===== src/pkg/branch_exec_pkg.sv =====
package branch_exec_pkg;

    // Operation selector
    typedef enum logic [4:0] {
        OP_NOP, OP_XOR, OP_OR, OP_CPA, OP_ROL, OP_ROR, OP_RCL, OP_RCR,
        OP_INV, OP_TOGC, OP_SETC, OP_JP, OP_JCOND, OP_CALL, OP_CCOND,
        OP_RTN, OP_RCOND, OP_VCALL, OP_JHL, OP_PUSH
    } op_t;

    // Operand source
    typedef enum logic [1:0] {
        SRC_REG, SRC_MEM, SRC_IMM
    } src_t;

    // Condition flags
    typedef struct packed {
        logic sign;
        logic zero;
        logic half_carry_flag;
        logic parity;
        logic carry_flag;
    } flags_t;

    // Issued instruction
    typedef struct packed {
        op_t op;
        src_t src;
        logic [2:0] condition_select_field;
        logic [2:0] vector_number_field;
        logic [7:0] reg_operand;
        logic [7:0] imm_lo;
        logic [7:0] imm_hi;
        logic [7:0] push_hi;
        logic [7:0] push_lo;
    } instr_t;

    // Clock states per instruction form
    localparam logic [4:0] ST_REG_OP = 5'h04;
    localparam logic [4:0] ST_MEM_OP = 5'h07;
    localparam logic [4:0] ST_JP = 5'h0a;
    localparam logic [4:0] ST_JCOND_SKIP = 5'h07;
    localparam logic [4:0] ST_CALL = 5'h12;
    localparam logic [4:0] ST_CCOND_SKIP = 5'h09;
    localparam logic [4:0] ST_RTN = 5'h0a;
    localparam logic [4:0] ST_RCOND_SKIP = 5'h06;
    localparam logic [4:0] ST_RCOND_TAKEN = 5'h0c;
    localparam logic [4:0] ST_VCALL = 5'h0c;
    localparam logic [4:0] ST_JHL = 5'h06;
    localparam logic [4:0] ST_PUSH = 5'h0c;

    // Reset values
    localparam logic [15:0] PC_RESET = 16'h0000;
    localparam logic [15:0] SP_RESET = 16'h0000;
    localparam logic [7:0] ACC_RESET = 8'h00;

endpackage


===== src/logic/branch_exec.sv =====
`timescale 1ns/1ps
// Overview of operation
// RULE_01 - XOR operand into accumulator, clear carry and half carry.
// RULE_02 - OR operand into accumulator, clear carry and half carry; register form 4 states.
// RULE_03 - Compare subtracts operand, sets flags, keeps accumulator.
// RULE_04 - Compare: zero when equal, carry when accumulator below operand.
// RULE_05 - Rotate left circular: bit 7 to bit 0 and carry; 4 states.
// RULE_06 - Rotate right circular: bit 0 to bit 7 and carry only.
// RULE_07 - Rotate left through carry; only carry changes.
// RULE_08 - Rotate right through carry; only carry changes.
// RULE_09 - Invert accumulator, flags untouched.
// RULE_10 - Toggle carry inverts carry; set carry forces one; nothing else.
// RULE_11 - Branch instructions never change condition flags.
// RULE_12 - Condition code selects zero, carry, parity or sign, clear or set.
// RULE_13 - Unconditional jump loads high byte three, low byte two; 10 states.
// RULE_14 - Conditional jump only when condition holds; 7 skipped, 10 taken.
// RULE_15 - Call pushes high then low return byte, SP minus 2, jumps.
// RULE_16 - Conditional call only when condition true; else sequential.
// RULE_17 - Return pops low then high PC byte, SP plus 2; 10 states.
// RULE_18 - Conditional return only when condition true; else sequential.
// RULE_19 - Vector call pushes like call, then PC is eight times vector.
// RULE_20 - Pointer-pair jump copies H high and L low into PC.
// RULE_21 - Pair push stores high at SP-1, low at SP-2, SP minus 2.
// RULE_22 - Logical group updates zero, sign, parity, half carry, carry.
// RULE_23 - Subtraction is two's complement, carry marks borrow.
// RULE_24 - Each instruction completes in its listed number of clock states.
module branch_exec (
    // Clock and reset
    input wire logic clk,
    input wire logic rst,
    // Instruction issue
    input wire logic issue_valid,
    input wire branch_exec_pkg::instr_t issue_instr,
    input wire logic [7:0] reg_h,
    input wire logic [7:0] reg_l,
    output logic busy,
    output logic done,
    // Memory bus
    output logic mem_rd,
    output logic mem_wr,
    output logic [15:0] mem_addr,
    output logic [7:0] mem_wdata,
    input wire logic [7:0] mem_rdata,
    // Architectural state
    output logic [7:0] acc,
    output branch_exec_pkg::flags_t flags,
    output logic [15:0] pc,
    output logic [15:0] sp
);

    typedef enum logic [2:0] {S_IDLE, S_WR_HI, S_WR_LO, S_RD_LO, S_RD_HI, S_WAIT} state_t;

    state_t state_reg, state_next;
    logic [7:0] acc_reg, acc_next;
    branch_exec_pkg::flags_t flags_reg, flags_next;
    logic [15:0] pc_reg, pc_next, sp_reg, sp_next;
    logic [15:0] target_reg, target_next;
    logic [7:0] push_hi_reg, push_lo_reg, push_hi_next, push_lo_next, rd_lo_reg, rd_lo_next;
    logic [4:0] cnt_reg, cnt_next;
    logic busy_reg, done_reg, done_next;
    logic mem_rd_reg, mem_wr_reg, mem_rd_next, mem_wr_next;
    logic [15:0] mem_addr_reg, mem_addr_next;
    logic [7:0] mem_wdata_reg, mem_wdata_next;

    // ------------------------------------------------------------
    // Operand, condition and ALU decode
    // ------------------------------------------------------------
    wire logic [7:0] operand = (issue_instr.src == branch_exec_pkg::SRC_REG) ? issue_instr.reg_operand :
                               (issue_instr.src == branch_exec_pkg::SRC_MEM) ? mem_rdata : issue_instr.imm_lo;
    wire logic [8:0] diff = {1'b0, acc_reg} - {1'b0, operand};                // RULE_23
    wire logic [7:0] xor_res = acc_reg ^ operand;
    wire logic [7:0] or_res = acc_reg | operand;
    wire logic [4:0] half_diff = {1'b0, acc_reg[3:0]} - {1'b0, operand[3:0]};
    wire logic [2:0] cond_sel = issue_instr.condition_select_field;
    wire logic [3:0] cond_src = {flags_reg.sign, flags_reg.parity, flags_reg.carry_flag, flags_reg.zero};
    wire logic cond_true = (cond_src[cond_sel[2:1]] == cond_sel[0]);           // RULE_12
    wire logic [15:0] imm_addr = {issue_instr.imm_hi, issue_instr.imm_lo};     // RULE_13
    wire logic [15:0] vec_addr = {10'h000, issue_instr.vector_number_field, 3'h0}; // RULE_19
    wire logic [15:0] sp_m1 = sp_reg - 16'h0001;
    wire logic [15:0] sp_m2 = sp_reg - 16'h0002;
    wire logic [15:0] sp_p1 = sp_reg + 16'h0001;
    wire logic [15:0] sp_p2 = sp_reg + 16'h0002;

    function automatic branch_exec_pkg::flags_t logic_flags(input logic [7:0] r);
        branch_exec_pkg::flags_t f;
        f.sign = r[7];
        f.zero = (r == 8'h00);
        f.parity = ~^r;
        f.half_carry_flag = 1'b0;
        f.carry_flag = 1'b0;
        return f;
    endfunction

    // ------------------------------------------------------------
    // Next state and data path
    // ------------------------------------------------------------
    always_comb begin
        state_next = state_reg;
        acc_next = acc_reg;
        flags_next = flags_reg;
        pc_next = pc_reg;
        sp_next = sp_reg;
        target_next = target_reg;
        push_hi_next = push_hi_reg;
        push_lo_next = push_lo_reg;
        rd_lo_next = rd_lo_reg;
        cnt_next = cnt_reg;
        done_next = 1'b0;
        mem_rd_next = 1'b0;
        mem_wr_next = 1'b0;
        mem_addr_next = mem_addr_reg;
        mem_wdata_next = mem_wdata_reg;
        unique case (state_reg)
            S_IDLE: begin
                if (issue_valid) begin
                    cnt_next = branch_exec_pkg::ST_REG_OP - 5'h01;
                    state_next = S_WAIT;
                    unique case (issue_instr.op)
                        branch_exec_pkg::OP_XOR: begin
                            acc_next = xor_res;                                 // RULE_01
                            flags_next = logic_flags(xor_res);                  // RULE_22
                        end
                        branch_exec_pkg::OP_OR: begin
                            acc_next = or_res;                                  // RULE_02
                            flags_next = logic_flags(or_res);                   // RULE_22
                        end
                        branch_exec_pkg::OP_CPA: begin
                            flags_next.zero = (diff[7:0] == 8'h00);             // RULE_04
                            flags_next.carry_flag = diff[8];                    // RULE_04
                            flags_next.sign = diff[7];                          // RULE_03
                            flags_next.parity = ~^diff[7:0];
                            flags_next.half_carry_flag = ~half_diff[4];
                        end
                        branch_exec_pkg::OP_ROL: begin
                            acc_next = {acc_reg[6:0], acc_reg[7]};              // RULE_05
                            flags_next.carry_flag = acc_reg[7];
                        end
                        branch_exec_pkg::OP_ROR: begin
                            acc_next = {acc_reg[0], acc_reg[7:1]};              // RULE_06
                            flags_next.carry_flag = acc_reg[0];
                        end
                        branch_exec_pkg::OP_RCL: begin
                            acc_next = {acc_reg[6:0], flags_reg.carry_flag};    // RULE_07
                            flags_next.carry_flag = acc_reg[7];
                        end
                        branch_exec_pkg::OP_RCR: begin
                            acc_next = {flags_reg.carry_flag, acc_reg[7:1]};    // RULE_08
                            flags_next.carry_flag = acc_reg[0];
                        end
                        branch_exec_pkg::OP_INV: acc_next = ~acc_reg;           // RULE_09
                        branch_exec_pkg::OP_TOGC: flags_next.carry_flag = ~flags_reg.carry_flag; // RULE_10
                        branch_exec_pkg::OP_SETC: flags_next.carry_flag = 1'b1; // RULE_10
                        branch_exec_pkg::OP_JP: begin
                            pc_next = imm_addr;                                 // RULE_13
                            cnt_next = branch_exec_pkg::ST_JP - 5'h01;
                        end
                        branch_exec_pkg::OP_JCOND: begin
                            if (cond_true) begin
                                pc_next = imm_addr;                             // RULE_14
                                cnt_next = branch_exec_pkg::ST_JP - 5'h01;
                            end else begin
                                cnt_next = branch_exec_pkg::ST_JCOND_SKIP - 5'h01;
                            end
                        end
                        branch_exec_pkg::OP_CALL, branch_exec_pkg::OP_CCOND,
                        branch_exec_pkg::OP_VCALL, branch_exec_pkg::OP_PUSH: begin
                            push_hi_next = pc_reg[15:8];
                            push_lo_next = pc_reg[7:0];
                            target_next = (issue_instr.op == branch_exec_pkg::OP_VCALL) ? vec_addr : imm_addr;
                            if (issue_instr.op == branch_exec_pkg::OP_PUSH) begin
                                push_hi_next = issue_instr.push_hi;              // RULE_21
                                push_lo_next = issue_instr.push_lo;
                                target_next = pc_reg;
                            end
                            cnt_next = (issue_instr.op == branch_exec_pkg::OP_CALL ||
                                        issue_instr.op == branch_exec_pkg::OP_CCOND) ?
                                       branch_exec_pkg::ST_CALL - 5'h03 : branch_exec_pkg::ST_PUSH - 5'h03;
                            if (issue_instr.op == branch_exec_pkg::OP_CCOND && !cond_true) begin
                                cnt_next = branch_exec_pkg::ST_CCOND_SKIP - 5'h01; // RULE_16
                            end else begin
                                state_next = S_WR_HI;                           // RULE_15
                                mem_wr_next = 1'b1;
                                mem_addr_next = sp_m1;
                                mem_wdata_next = push_hi_next;
                            end
                        end
                        branch_exec_pkg::OP_RTN, branch_exec_pkg::OP_RCOND: begin
                            if (issue_instr.op == branch_exec_pkg::OP_RCOND && !cond_true) begin
                                cnt_next = branch_exec_pkg::ST_RCOND_SKIP - 5'h01; // RULE_18
                            end else begin
                                state_next = S_RD_LO;                           // RULE_17
                                mem_rd_next = 1'b1;
                                mem_addr_next = sp_reg;
                                cnt_next = ((issue_instr.op == branch_exec_pkg::OP_RTN) ?
                                            branch_exec_pkg::ST_RTN : branch_exec_pkg::ST_RCOND_TAKEN) - 5'h03;
                            end
                        end
                        branch_exec_pkg::OP_JHL: begin
                            pc_next = {reg_h, reg_l};                           // RULE_20
                            cnt_next = branch_exec_pkg::ST_JHL - 5'h01;
                        end
                        default: ;
                    endcase
                    if (issue_instr.src != branch_exec_pkg::SRC_REG && issue_instr.op inside
                        {branch_exec_pkg::OP_XOR, branch_exec_pkg::OP_OR, branch_exec_pkg::OP_CPA}) begin
                        cnt_next = branch_exec_pkg::ST_MEM_OP - 5'h01;          // RULE_24
                    end
                end
            end
            S_WR_HI: begin
                mem_wr_next = 1'b1;                                             // RULE_21
                mem_addr_next = sp_m2;
                mem_wdata_next = push_lo_reg;
                state_next = S_WR_LO;
            end
            S_WR_LO: begin
                sp_next = sp_m2;                                                // RULE_15
                pc_next = target_reg;
                state_next = S_WAIT;
            end
            S_RD_LO: begin
                rd_lo_next = mem_rdata;
                mem_rd_next = 1'b1;
                mem_addr_next = sp_p1;
                state_next = S_RD_HI;
            end
            S_RD_HI: begin
                pc_next = {mem_rdata, rd_lo_reg};                               // RULE_17
                sp_next = sp_p2;
                state_next = S_WAIT;
            end
            S_WAIT: begin
                if (cnt_reg <= 5'h01) begin
                    done_next = 1'b1;                                           // RULE_24
                    state_next = S_IDLE;
                end else begin
                    cnt_next = cnt_reg - 5'h01;
                end
            end
            default: state_next = S_IDLE;
        endcase
    end

    // ------------------------------------------------------------
    // State registers
    // ------------------------------------------------------------
    always_ff @(posedge clk) begin
        if (rst) begin
            state_reg <= S_IDLE;
            acc_reg <= branch_exec_pkg::ACC_RESET;
            flags_reg <= '0;
            pc_reg <= branch_exec_pkg::PC_RESET;
            sp_reg <= branch_exec_pkg::SP_RESET;
            target_reg <= 16'h0000;
            push_hi_reg <= 8'h00;
            push_lo_reg <= 8'h00;
            rd_lo_reg <= 8'h00;
            cnt_reg <= 5'h00;
            busy_reg <= 1'b0;
            done_reg <= 1'b0;
            mem_rd_reg <= 1'b0;
            mem_wr_reg <= 1'b0;
            mem_addr_reg <= 16'h0000;
            mem_wdata_reg <= 8'h00;
        end else begin
            state_reg <= state_next;
            acc_reg <= acc_next;
            flags_reg <= flags_next;
            pc_reg <= pc_next;
            sp_reg <= sp_next;
            target_reg <= target_next;
            push_hi_reg <= push_hi_next;
            push_lo_reg <= push_lo_next;
            rd_lo_reg <= rd_lo_next;
            cnt_reg <= cnt_next;
            busy_reg <= (state_next != S_IDLE);
            done_reg <= done_next;
            mem_rd_reg <= mem_rd_next;
            mem_wr_reg <= mem_wr_next;
            mem_addr_reg <= mem_addr_next;
            mem_wdata_reg <= mem_wdata_next;
        end
    end

    // Outputs straight from flops
    assign busy = busy_reg;
    assign done = done_reg;
    assign mem_rd = mem_rd_reg;
    assign mem_wr = mem_wr_reg;
    assign mem_addr = mem_addr_reg;
    assign mem_wdata = mem_wdata_reg;
    assign acc = acc_reg;
    assign flags = flags_reg;
    assign pc = pc_reg;
    assign sp = sp_reg;

    // ------------------------------------------------------------
    // Checks
    // ------------------------------------------------------------
    wire logic is_issue = (state_reg == S_IDLE) && issue_valid;
    wire logic is_branch = issue_instr.op inside {branch_exec_pkg::OP_JP, branch_exec_pkg::OP_JCOND,
        branch_exec_pkg::OP_CALL, branch_exec_pkg::OP_CCOND, branch_exec_pkg::OP_RTN,
        branch_exec_pkg::OP_RCOND, branch_exec_pkg::OP_VCALL, branch_exec_pkg::OP_JHL};

    a_xor_clears_carry: assert property (@(posedge clk) disable iff (rst) // RULE_01
        is_issue && issue_instr.op == branch_exec_pkg::OP_XOR |=> !flags.carry_flag && !flags.half_carry_flag
        && acc == ($past(acc) ^ $past(operand))) else $error("xor result or flags wrong");
    a_or_result: assert property (@(posedge clk) disable iff (rst) // RULE_02
        is_issue && issue_instr.op == branch_exec_pkg::OP_OR |=> acc == ($past(acc) | $past(operand))
        && !flags.carry_flag) else $error("or result wrong");
    a_cpa_keeps_acc: assert property (@(posedge clk) disable iff (rst) // RULE_03
        is_issue && issue_instr.op == branch_exec_pkg::OP_CPA |=> $stable(acc)) else $error("compare changed acc");
    a_cpa_flags: assert property (@(posedge clk) disable iff (rst) // RULE_04
        is_issue && issue_instr.op == branch_exec_pkg::OP_CPA |=> flags.zero == ($past(acc) == $past(operand))
        && flags.carry_flag == ($past(acc) < $past(operand))) else $error("compare flags wrong");
    a_rol_rotate: assert property (@(posedge clk) disable iff (rst) // RULE_05
        is_issue && issue_instr.op == branch_exec_pkg::OP_ROL |=> acc == {$past(acc[6:0]), $past(acc[7])}
        && flags.carry_flag == $past(acc[7]) && flags.zero == $past(flags.zero)) else $error("rol wrong");
    a_rcr_rotate: assert property (@(posedge clk) disable iff (rst) // RULE_08
        is_issue && issue_instr.op == branch_exec_pkg::OP_RCR |=> acc == {$past(flags.carry_flag), $past(acc[7:1])})
        else $error("rcr wrong");
    a_branch_flags_kept: assert property (@(posedge clk) disable iff (rst) // RULE_11
        is_issue && is_branch |=> $stable(flags)) else $error("branch changed flags");
    a_rtn_sp_step: assert property (@(posedge clk) disable iff (rst) // RULE_17
        is_issue && issue_instr.op == branch_exec_pkg::OP_RTN |=> ##2 sp == $past(sp, 3) + 16'h0002)
        else $error("return sp wrong");
    a_jp_timing: assert property (@(posedge clk) disable iff (rst) // RULE_13
        is_issue && issue_instr.op == branch_exec_pkg::OP_JP |=> !done [*8] ##1 !done ##1 done)
        else $error("jump time wrong");

endmodule


===== config.mk =====
export PLATFORM = sky130hd
export DESIGN_NAME = branch_exec
export DESIGN_NICKNAME = d
export VERILOG_FILES = /design/src/pkg/branch_exec_pkg.sv /design/src/logic/branch_exec.sv
export SDC_FILE = /design/constraint.sdc
export NUM_CORES = 1
export LEC_CHECK = 0
export BUFFER_PORTS_ARGS = -buffer_cell sky130_fd_sc_hd__buf_2
export CAP_MARGIN = 15
export CORE_UTILIZATION = 50
export DETAILED_ROUTE_END_ITERATION = 8
export PLACE_DENSITY_LB_ADDON = 0.12
export SKIP_CTS_REPAIR_TIMING = 1
export SLEW_MARGIN = 20
export SYNTH_ARGS = -nofsm -noshare
export SYNTH_HDL_FRONTEND = slang
export SYNTH_SLANG_ARGS = --single-unit

===== constraint.sdc =====
create_clock -name clk -period 8.7 [get_ports clk]
set_input_delay 0 -clock clk [delete_from_list [all_inputs] [get_ports clk]]
set_output_delay 0 -clock clk [all_outputs]
set_load 0.01 [all_outputs]

==> results of run 1 <==
[synthesized netlist by cell type, drive strengths merged, types with 3 or more instances]
library cell	number	area (sq um)
a211oi	28	275
a21o	3	22.5
a21oi	48	263
a222oi	16	160
a22oi	4	30.0
a311oi	26	228
a31oi	6	37.5
and2	3	18.8
and3	11	68.8
buf	35	208
clkbuf	50	188
dfxtp	112	2240
ha	28	350
inv	27	101
mux2	18	203
mux2i	44	440
nand2	89	337
nand2b	10	62.6
nand3	32	160
nand3b	3	22.5
nand4	10	77.6
nor2	126	480
nor2b	27	169
nor3	15	80.1
nor3b	6	61.3
nor4	4	50.1
o2111ai	3	26.3
o211ai	5	37.5
o21a	9	67.6
o21ai	64	320
o22ai	10	62.6
o31ai	6	45.0
or2	3	18.8
or3	7	48.8
or4	21	158
xnor2	24	218
xor2	21	184
[logic make-up (layout without fill, tap and decap cells)]
family | count (synthesis) | after routing | synth area share
compound gates | 249 | 249 | 0.225
xor+xnor | 45 | 45 | 0.0512
fa+ha+maj | 29 | 29 | 0.0459
buf+inv | 112 | 230 | 0.0633
flops | 112 | 112 | 0.286
mux | 63 | 63 | 0.0848
other cells | 1 | 1 | 0.000478
simple gates | 377 | 377 | 0.243
[worst paths after layout]
check | start | end | slack, ns | depth (start not counted)
worst min-delay path | issue_valid | busy | 0.0008 | 3
worst min register to register | rd_lo_reg[7] | rd_lo_reg[7] | 0.46 | 2
worst max register to register | acc[0] | flags[1] | 5.42 | 14
worst max-delay path | mem_rdata[1] | flags[1] | 5.30 | 18
[power by group through the flow]
stage               combinational [mW]  sequential (mW)  clock, mW
global placement                 0.795            0.682          0
finish                           0.818            0.672      0.468
floorplan                        0.592            0.667          0
detailed placement               0.799            0.683          0
CTS                              0.804            0.671      0.474
global route                     0.898            0.683      0.495
[tightest hold or removal path, cell delays in order]
cell and delay, ns:
buf_2 0.13, nor2_1 0.11, a211oi_1 0.06
[per-layer routing]
metal,GRT usage,vias up,share of wire
met4,0.102,0,0.025
li1,-,3812,-
met2,0.459,283,0.46
met5,0,-,0
met3,0.0381,43,0.066
met1,0.376,3569,0.45
[area by class of cell]
type                            count  share of cell area
Multi-Input combinational cell    764               0.559
Sequential cell                   112               0.244
Timing Repair Buffer              188               0.121
Tap cell                          211              0.0287
Clock buffer                       11              0.0275
Inverter                           27              0.0110
Clock inverter                      4             0.00830
[per-stage QoR]
stage / instances / worst slack [ns] / hold WS [ns]
detailed placement: 1273 / 5.37 / 0.288
floorplan: 988 / 5.29 / 0.144
finish: 1317 / 5.30 / 0.000843
CTS: 1288 / 5.45 / -0.0884
global route: 1317 / 5.05 / 0.0133
global placement: 1273 / 5.49 / 0.283
==> impl_metrics.py, run 1 <==
metrics = {
    "status": {
        "status": "complete, no violations",
    },
    "worst_setup_path": {
        "cp.arrival_ns": 3.67,
        "crit_family": "compound AO/OA/AOI/OAI gates",
        "cp-end-kind": "flip-flop",
        "crit_buf_inv": 3,
        "slowest_delay_ns": 0.56,
        "startpoint_type": "input pin",
        "cp_cell_sequence": "dlygate4sd3_1 -> buf_2 -> mux2i_1 -> o21ai_0 -> xnor2_1 -> ha_1 -> inv_1 -> o311a_1 -> o211ai_1 -> o2111ai_1 -> nand2_1 -> xnor2_1 -> ha_1 -> xor2_1 -> xnor2_1 -> a211oi_1 -> a21oi_1 -> a211oi_1",
        "worstSetupPathType": "in -> reg",
        "cp_common_cell": "xnor2_1",
        "cp_max_fo": 4,
        "cpMaxStageDelayCell": "o21ai_0",
        "required_ns": 8.97,
    },
    "yosys": {
        "seq_area_frac_synth": 0.286,
        "synth_area_per_cell_sq_um": 7.94,
        "syn_area_sq_um": 7850,
        "ys.flop_type": "dfxtp_1",
        "ys_types": 77,
        "yosys_warnings": 0,
        "async_reset_ff_frac": 0,
        "netlist_instances": 988,
        "synth_edf_count": 0,
        "synth_nets": 1096,
        "ys_ff_latch": 112,
    },
    "global_route": {
        "grt_max_degree": 82,
        "grt_antenna_before_repair": 0,
        "first_global_vias": 6915,
        "overflow": 0,
        "grt_first_pass_wirelength_mm": 36.2,
        "grt_usage": 0.280,
    },
    "clock_network": {
        "cts-htree-levels": 3,
        "clk_pin_slew_worst_paths_ns": 0.07,
        "cts_buffers": 9,
        "clock_path_buffers": 2,
        "clk_latency_ns": 0.36,
        "cts_root_buf": "clkbuf_16",
        "tritoncts": "built",
        "clock-sinks": 112,
    },
    "power": {
        "p_comb_frac": 0.418,
        "p_clk_frac": 0.239,
        "vdd_drop_max_mv": 0.0951,
        "switching_share": 0.392,
        "leakage_nw": 3.85,
        "total_power_mw": 1.96,
        "switching_power_uw": 767,
        "pwr_density_cell_nw_per_um2": 213,
        "p_int_mw": 1.19,
        "pwr-share-seq": 0.343,
    },
    "floorplan": {
        "die_h_um": 127,
        "dieArea_sq_um": 16200,
        "ios": 153,
        "start_util": 0.514,
        "design.core.area_sq_um": 15300,
        "die_x_um": 127,
        "rows": 45,
    },
    "place": {
        "dpl.hpwl_mm": 16.3,
        "port_buffers": 151,
        "place_area_sq_um": 8570,
        "globalplace.congestion": 0.912,
    },
    "drt": {
        "drc": 0,
        "wl_per_cell_um": 17.6,
        "first_iter_violations": 654,
        "ant_nets": 0,
        "wirelength_mm": 23.2,
        "viasPerCell": 5.85,
        "vias": 7707,
        "first_pass_iters": 8,
    },
    "cells_and_area": {
        "seq_area_sq_um": 2240,
        "n_antenna_cell": 0,
        "stdcell_area_sq_um": 9190,
        "final_cell_mix": "150 x buf_2, 125 x nor2_1, 112 x dfxtp_1",
        "fin_nets": 1210,
        "layout_commonest_cell": "buf_2",
        "final_layout_size_suffix_gt1_frac": 0.205,
        "fin_util": 0.603,
        "area_delta_synth_final_pct": 17.2,
        "multi_input_area_sq_um": 5140,
        "n_fill_cell": 1436,
    },
    "timing": {
        "tns_ns": 0,
        "slew_headroom": 0.289,
        "report.final.slew_viol_count": 0,
        "finalCritPeriodShare": 0.391,
        "fmax_ghz": 0.294,
        "final.min_clock_period_ns": 3.40,
        "fin_skew_ns": 0.00690,
        "setup_viol": 0,
        "tightestPinTransition_ns": 1.07,
        "finalHoldViolCount": 0,
        "rsz0062_at_grt": "no",
    },
    "min_path": {
        "hold_path.class": "in -> reg",
    },
    "run": {
        "maxCapViolations": 0,
    },
}
Power figures use the tool's default switching activity.
==> inputs of run 2 (changes only) <==
==> constraint.sdc (replaced) <==
create_clock -name clk -period 2.7 [get_ports clk]
set_input_delay 0 -clock clk [delete_from_list [all_inputs] [get_ports clk]]
set_output_delay 0 -clock clk [all_outputs]
set_load 0.01 [all_outputs]
==> run 2 against run 1 <==
The run now ends with hold timing, setup timing left. Largest power group unchanged. Final cell count up 4.3%. Clock skew up 0.0036 ns. Via count up 3.9%. Flip-flop and latch count unchanged. Total power rose to 3.2 times the previous value. Die area unchanged.
==> impl_metrics.py, run 2 (synthesis gave the netlist of run 1 again) <==
metrics = {
    "floorplan": {
        "ios": 153,
        "rows": 45,
        "dieArea_sq_um": 16200,
        "start_util": 0.514,
        "design.core.area_sq_um": 15300,
        "die_h_um": 127,
        "die_x_um": 127,
    },
    "min_path": {
        "hold_depth": 3,
        "hold_path.class": "in -> reg",
        "hold_path_end": "rd_lo_reg[2]",
        "hp-start": "mem_rdata[2]",
    },
    "drt": {
        "wirelength_mm": 24.3,
        "m1WireLength_mm": 10.6,
        "vias": 8005,
        "ant_nets": 0,
        "first_pass_iters": 5,
        "drc": 0,
        "first_iter_violations": 763,
        "wl_per_cell_um": 17.7,
        "wl_met3_mm": 1.72,
        "viasPerCell": 5.83,
        "wl_met2_mm": 11.6,
        "dr.max_layer_used": "met4",
    },
    "place": {
        "globalplace.congestion": 0.939,
        "port_buffers": 151,
        "dp_cells": 1330,
        "dpl.hpwl_mm": 17.4,
    },
    "global_route": {
        "first_global_vias": 7252,
        "grt_first_pass_wirelength_mm": 37.8,
        "grt_antenna_before_repair": 0,
        "grt_usage": 0.293,
        "overflow": 0,
        "grt_max_degree": 97,
    },
    "worst_setup_path": {
        "cpMaxStageDelayCell": "or3b_4",
        "worstSetupPathType": "reg -> reg",
        "cp.arrival_ns": 3.12,
        "slowest_delay_ns": 0.36,
        "cp_max_fo": 3,
        "cp-end-kind": "flip-flop",
        "r2r-end": "flags[1]",
        "reg2reg_depth": 14,
        "required_ns": 2.97,
        "startpoint_type": "flip-flop",
        "r2r_start": "acc[0]",
        "cp_cell_sequence": "inv_2 -> ha_4 -> or3b_4 -> o311a_1 -> a21oi_2 -> a211oi_2 -> o21ai_2 -> xor2_1 -> ha_2 -> xor2_1 -> xnor2_1 -> a211oi_2 -> a21oi_1 -> a211oi_1",
        "r2r_setup_slack_ns": -0.15,
    },
    "status": {
        "violations": "hold timing, setup timing",
        "status": "finished, violations left",
    },
    "power": {
        "vdd_drop_max_mv": 0.358,
        "pwr_density_cell_nw_per_um2": 655,
        "leakage_nw": 4.11,
    },
    "cells_and_area": {
        "seq_area_sq_um": 2240,
        "fin_nets": 1265,
        "multi_input_area_sq_um": 5190,
        "area_delta_synth_final_pct": 22.7,
        "layout_commonest_cell": "buf_2",
        "n_fill_cell": 1384,
        "instances_no_fill": 1373,
        "n_antenna_cell": 0,
        "final_cell_mix": "150 x buf_2, 125 x nor2_1, 111 x dfxtp_1",
        "final_layout_size_suffix_gt1_frac": 0.256,
    },
    "timing": {
        "report.final.slew_viol_count": 0,
        "setup_slack_ns": -0.147,
        "tightestPinTransition_ns": 1.06,
        "fmax_ghz": 0.351,
        "finalHoldViolCount": 1,
        "finalCritPeriodShare": 1.05,
        "rsz0062_at_grt": "yes",
        "fin_skew_ns": 0.0105,
        "hold_ws_ns": -0.00408,
        "slew_headroom": 0.283,
        "final.min_clock_period_ns": 2.85,
        "setup_viol": 1,
        "tns_ns": -0.147,
    },
    "clock_network": {
        "clock_path_buffers": 2,
        "cts_root_buf": "clkbuf_16",
        "clk_pin_slew_worst_paths_ns": 0.08,
        "clock-sinks": 112,
        "tritoncts": "built",
        "cts_buffers": 9,
        "clk_latency_ns": 0.36,
        "cts-htree-levels": 3,
    },
    "run": {
        "maxCapViolations": 0,
    },
}
## run 2: cell type report
type                    instances  share of cell area
repair buffers                243               0.161
clock buffers                  11              0.0252
well taps                     211              0.0274
flip-flops and latches        112               0.233
multi-input cells             764               0.539
clock inverters                 5             0.00429
inverters                      27              0.0105
## run 2: worst max-delay path by stage
stage	startpoint	end	slack (ns)	cells after the start
after global routing	acc[0]	flags[1]	-0.32	14
final	acc[0]	flags[1]	-0.15	14
after global placement	issue_instr[46]	flags[1]	-0.18	16
after floorplan	issue_instr[47]	flags[1]	-0.13	18
after CTS	acc[0]	flags[1]	-0.26	14
after detailed placement	issue_instr[46]	flags[1]	-0.28	16
## run 2: power breakdown
part | total (mW) | switching (mW) | internal (mW)
combinational | 2.86 | 1.64 | 1.22
sequential | 2.12 | 0.241 | 1.88
clock | 1.33 | 0.666 | 0.662
## run 2: worst max-delay path: cells and delay by family (launching register included)
family / cells / cell delay (ns)
buffers and inverters: 1 / 0.05
xor gates and xnor gates: 3 / 0.50
DFF: 1 / 0.34
and+or+nand+nor: 1 / 0.36
AOI/OAI and AO/OA: 7 / 1.02
adders and majority gates: 2 / 0.47
## run 2: routing by layer
metal | up-vias | global-route usage
li1 | 3919 | -
met1 | 3737 | 0.391
met2 | 316 | 0.487
met3 | 33 | 0.0519
met4 | 0 | 0.0770
met5 | - | 0
## run 2: through the flow
step | cell area [sq um] | setup WS [ns] | hold WS, ns | util | total power [mW]
floorplan | 7900 | -0.127 | 0.144 | - | 4.07
CTS | 9330 | -0.262 | -0.0951 | 0.612 | 6.26
global placement | 9050 | -0.183 | 0.288 | 0.593 | 4.91
global route | 9630 | -0.321 | 0.0119 | 0.631 | 6.68
finish | 9630 | -0.147 | -0.00408 | 0.631 | 6.30
detailed placement | 9050 | -0.278 | 0.283 | 0.593 | 4.93
==> inputs of run 3 (changes only) <==
--- a/config.mk
+++ b/config.mk
@@ -10,6 +10,7 @@
 export CORE_UTILIZATION = 50
 export DETAILED_ROUTE_END_ITERATION = 8
 export PLACE_DENSITY_LB_ADDON = 0.12
+export SETUP_SLACK_MARGIN = 0.4
 export SKIP_CTS_REPAIR_TIMING = 1
 export SLEW_MARGIN = 20
 export SYNTH_ARGS = -nofsm -noshare
==> run 3 against run 2 <==
The run ends with setup timing left. Clock power about the same. Via count increased by 1.7%. Combinational power increased by 3%. Register-to-register slack improved by 0.07 ns. Largest power group unchanged. Count of clock-buffer cells in the layout decreased by 1. Setup slack improved by 0.071 ns. Total power increased by 1.1%. Sequential share of layout area decreased by 0.45 points. Clock skew about the same. Critical path depth unchanged.
==> impl_metrics.py, run 3 (synthesis gave the netlist of run 1 again) <==
metrics = {
    "status": {
        "status": "finished, violations left",
        "violations": "setup timing",
    },
    "power": {
        "p_int_mw": 3.78,
        "p_clk_frac": 0.208,
        "pwr-share-seq": 0.330,
        "vdd_drop_max_mv": 0.377,
        "pwr_density_cell_nw_per_um2": 649,
        "switching_power_mw": 2.60,
        "leakage_nw": 4.18,
        "switching_share": 0.408,
        "p_comb_frac": 0.462,
    },
    "place": {
        "place_ws_ns": -0.202,
        "dpl.hpwl_mm": 17.5,
        "globalplace.congestion": 0.972,
        "port_buffers": 151,
    },
    "timing": {
        "fmax_ghz": 0.360,
        "setup_viol": 1,
        "report.final.slew_viol_count": 0,
        "rsz0062_at_grt": "yes",
        "finalCritPeriodShare": 1.03,
        "tightestPinTransition_ns": 1.08,
        "tns_ns": -0.0756,
        "slew_headroom": 0.278,
        "fin_skew_ns": 0.0105,
        "setup_slack_ns": -0.0756,
        "final.min_clock_period_ns": 2.78,
        "finalHoldViolCount": 0,
    },
    "worst_setup_path": {
        "startpoint_type": "flip-flop",
        "crit_family": "compound AO/OA/AOI/OAI gates",
        "cp_max_fo": 2,
        "crit_buf_inv": 1,
        "cp_cell_sequence": "inv_2 -> ha_4 -> or3b_4 -> o311a_1 -> a21oi_2 -> a211oi_2 -> o21ai_2 -> xor2_1 -> ha_2 -> xor2_1 -> xnor2_1 -> a211oi_1 -> a21oi_1 -> a211oi_1",
        "worstSetupPathType": "reg -> reg",
        "required_ns": 2.98,
        "slowest_delay_ns": 0.36,
        "cp.arrival_ns": 3.06,
        "cp-end-kind": "flip-flop",
        "cpMaxStageDelayCell": "or3b_4",
    },
    "cells_and_area": {
        "final_cell_mix": "150 x buf_2, 125 x nor2_1, 109 x dfxtp_1",
        "n_fill_cell": 1394,
        "area_delta_synth_final_pct": 25.3,
        "layout_commonest_cell": "buf_2",
        "final_layout_size_suffix_gt1_frac": 0.274,
        "seq_area_sq_um": 2250,
        "fin_nets": 1274,
        "multi_input_area_sq_um": 5320,
    },
    "drt": {
        "wl_met3_mm": 1.55,
        "wl_per_cell_um": 18.0,
        "viasPerCell": 5.89,
        "wirelength_mm": 24.9,
        "dr.max_layer_used": "met4",
        "wl_met2_mm": 11.9,
        "first_pass_iters": 7,
        "ant_nets": 0,
        "first_iter_violations": 770,
        "drc": 0,
        "m1WireLength_mm": 10.7,
        "vias": 8145,
    },
    "clock_network": {
        "clk_latency_ns": 0.36,
        "cts_buffers": 9,
        "cts_root_buf": "clkbuf_16",
        "cts-htree-levels": 3,
        "tritoncts": "built",
        "clk_pin_slew_worst_paths_ns": 0.08,
        "clock-sinks": 112,
        "clock_path_buffers": 2,
    },
    "floorplan": {
        "start_util": 0.514,
        "die_h_um": 127,
        "die_x_um": 127,
        "design.core.area_sq_um": 15300,
        "ios": 153,
        "rows": 45,
        "dieArea_sq_um": 16200,
    },
    "global_route": {
        "first_global_vias": 7259,
        "grt_max_degree": 101,
        "grt_usage": 0.293,
        "grt_antenna_before_repair": 0,
        "overflow": 0,
        "grt_first_pass_wirelength_mm": 37.7,
    },
    "run": {
        "maxCapViolations": 0,
    },
    "min_path": {
        "hold_path.class": "in -> reg",
    },
}
## run 3: power groups by stage
stage	clock, mW	sequential [mW]	combinational (mW)
6_report	1.32	2.10	2.95
3_3_place_gp	0	2.14	2.78
2_1_floorplan	0	2.15	1.92
4_1_cts	1.35	2.10	2.83
5_1_grt	1.42	2.13	3.22
3_5_place_dp	0	2.14	2.81
## run 3: final cells by class
type,count,share of cell area
Timing Repair Buffer,250,0.165
Sequential cell,112,0.229
Tap cell,211,0.0269
Inverter,27,0.0103
Antenna cell,1,0.000255
Clock inverter,5,0.00420
Clock buffer,10,0.0243
Multi-Input combinational cell,766,0.541
## run 3: worst min-delay path, stage by stage
cell and delay (ns):
buf_2 0.11, buf_4 0.14, nand2_1 0.05, a311oi_1 0.07
## run 3: final timing paths
path	endpoint	start	slack [ns]	cells after the start
min reg2reg	rd_lo_reg[6]	rd_lo_reg[6]	0.46	2
max	flags[1]	acc[0]	-0.08	14
min	target_reg[0]	issue_instr[24]	0.05	4
max reg2reg	flags[1]	acc[0]	-0.08	14
## run 3: per-layer routing
layer,vias to the layer above,GRT usage
li1,3952,-
met2,307,0.484
met3,48,0.0440
met1,3838,0.389
met4,0,0.102
met5,-,0
## run 3: stage by stage
stage	std cells	area (sq um)	power [mW]	util	hold WS, ns
2_1_floorplan	988	7900	4.07	-	0.144
3_3_place_gp	1330	9060	4.91	0.594	0.279
3_5_place_dp	1330	9060	4.95	0.594	0.285
4_1_cts	1345	9340	6.28	0.612	-0.0996
5_1_grt	1381	9830	6.78	0.644	0.0750
6_report	1382	9830	6.38	0.644	0.0544
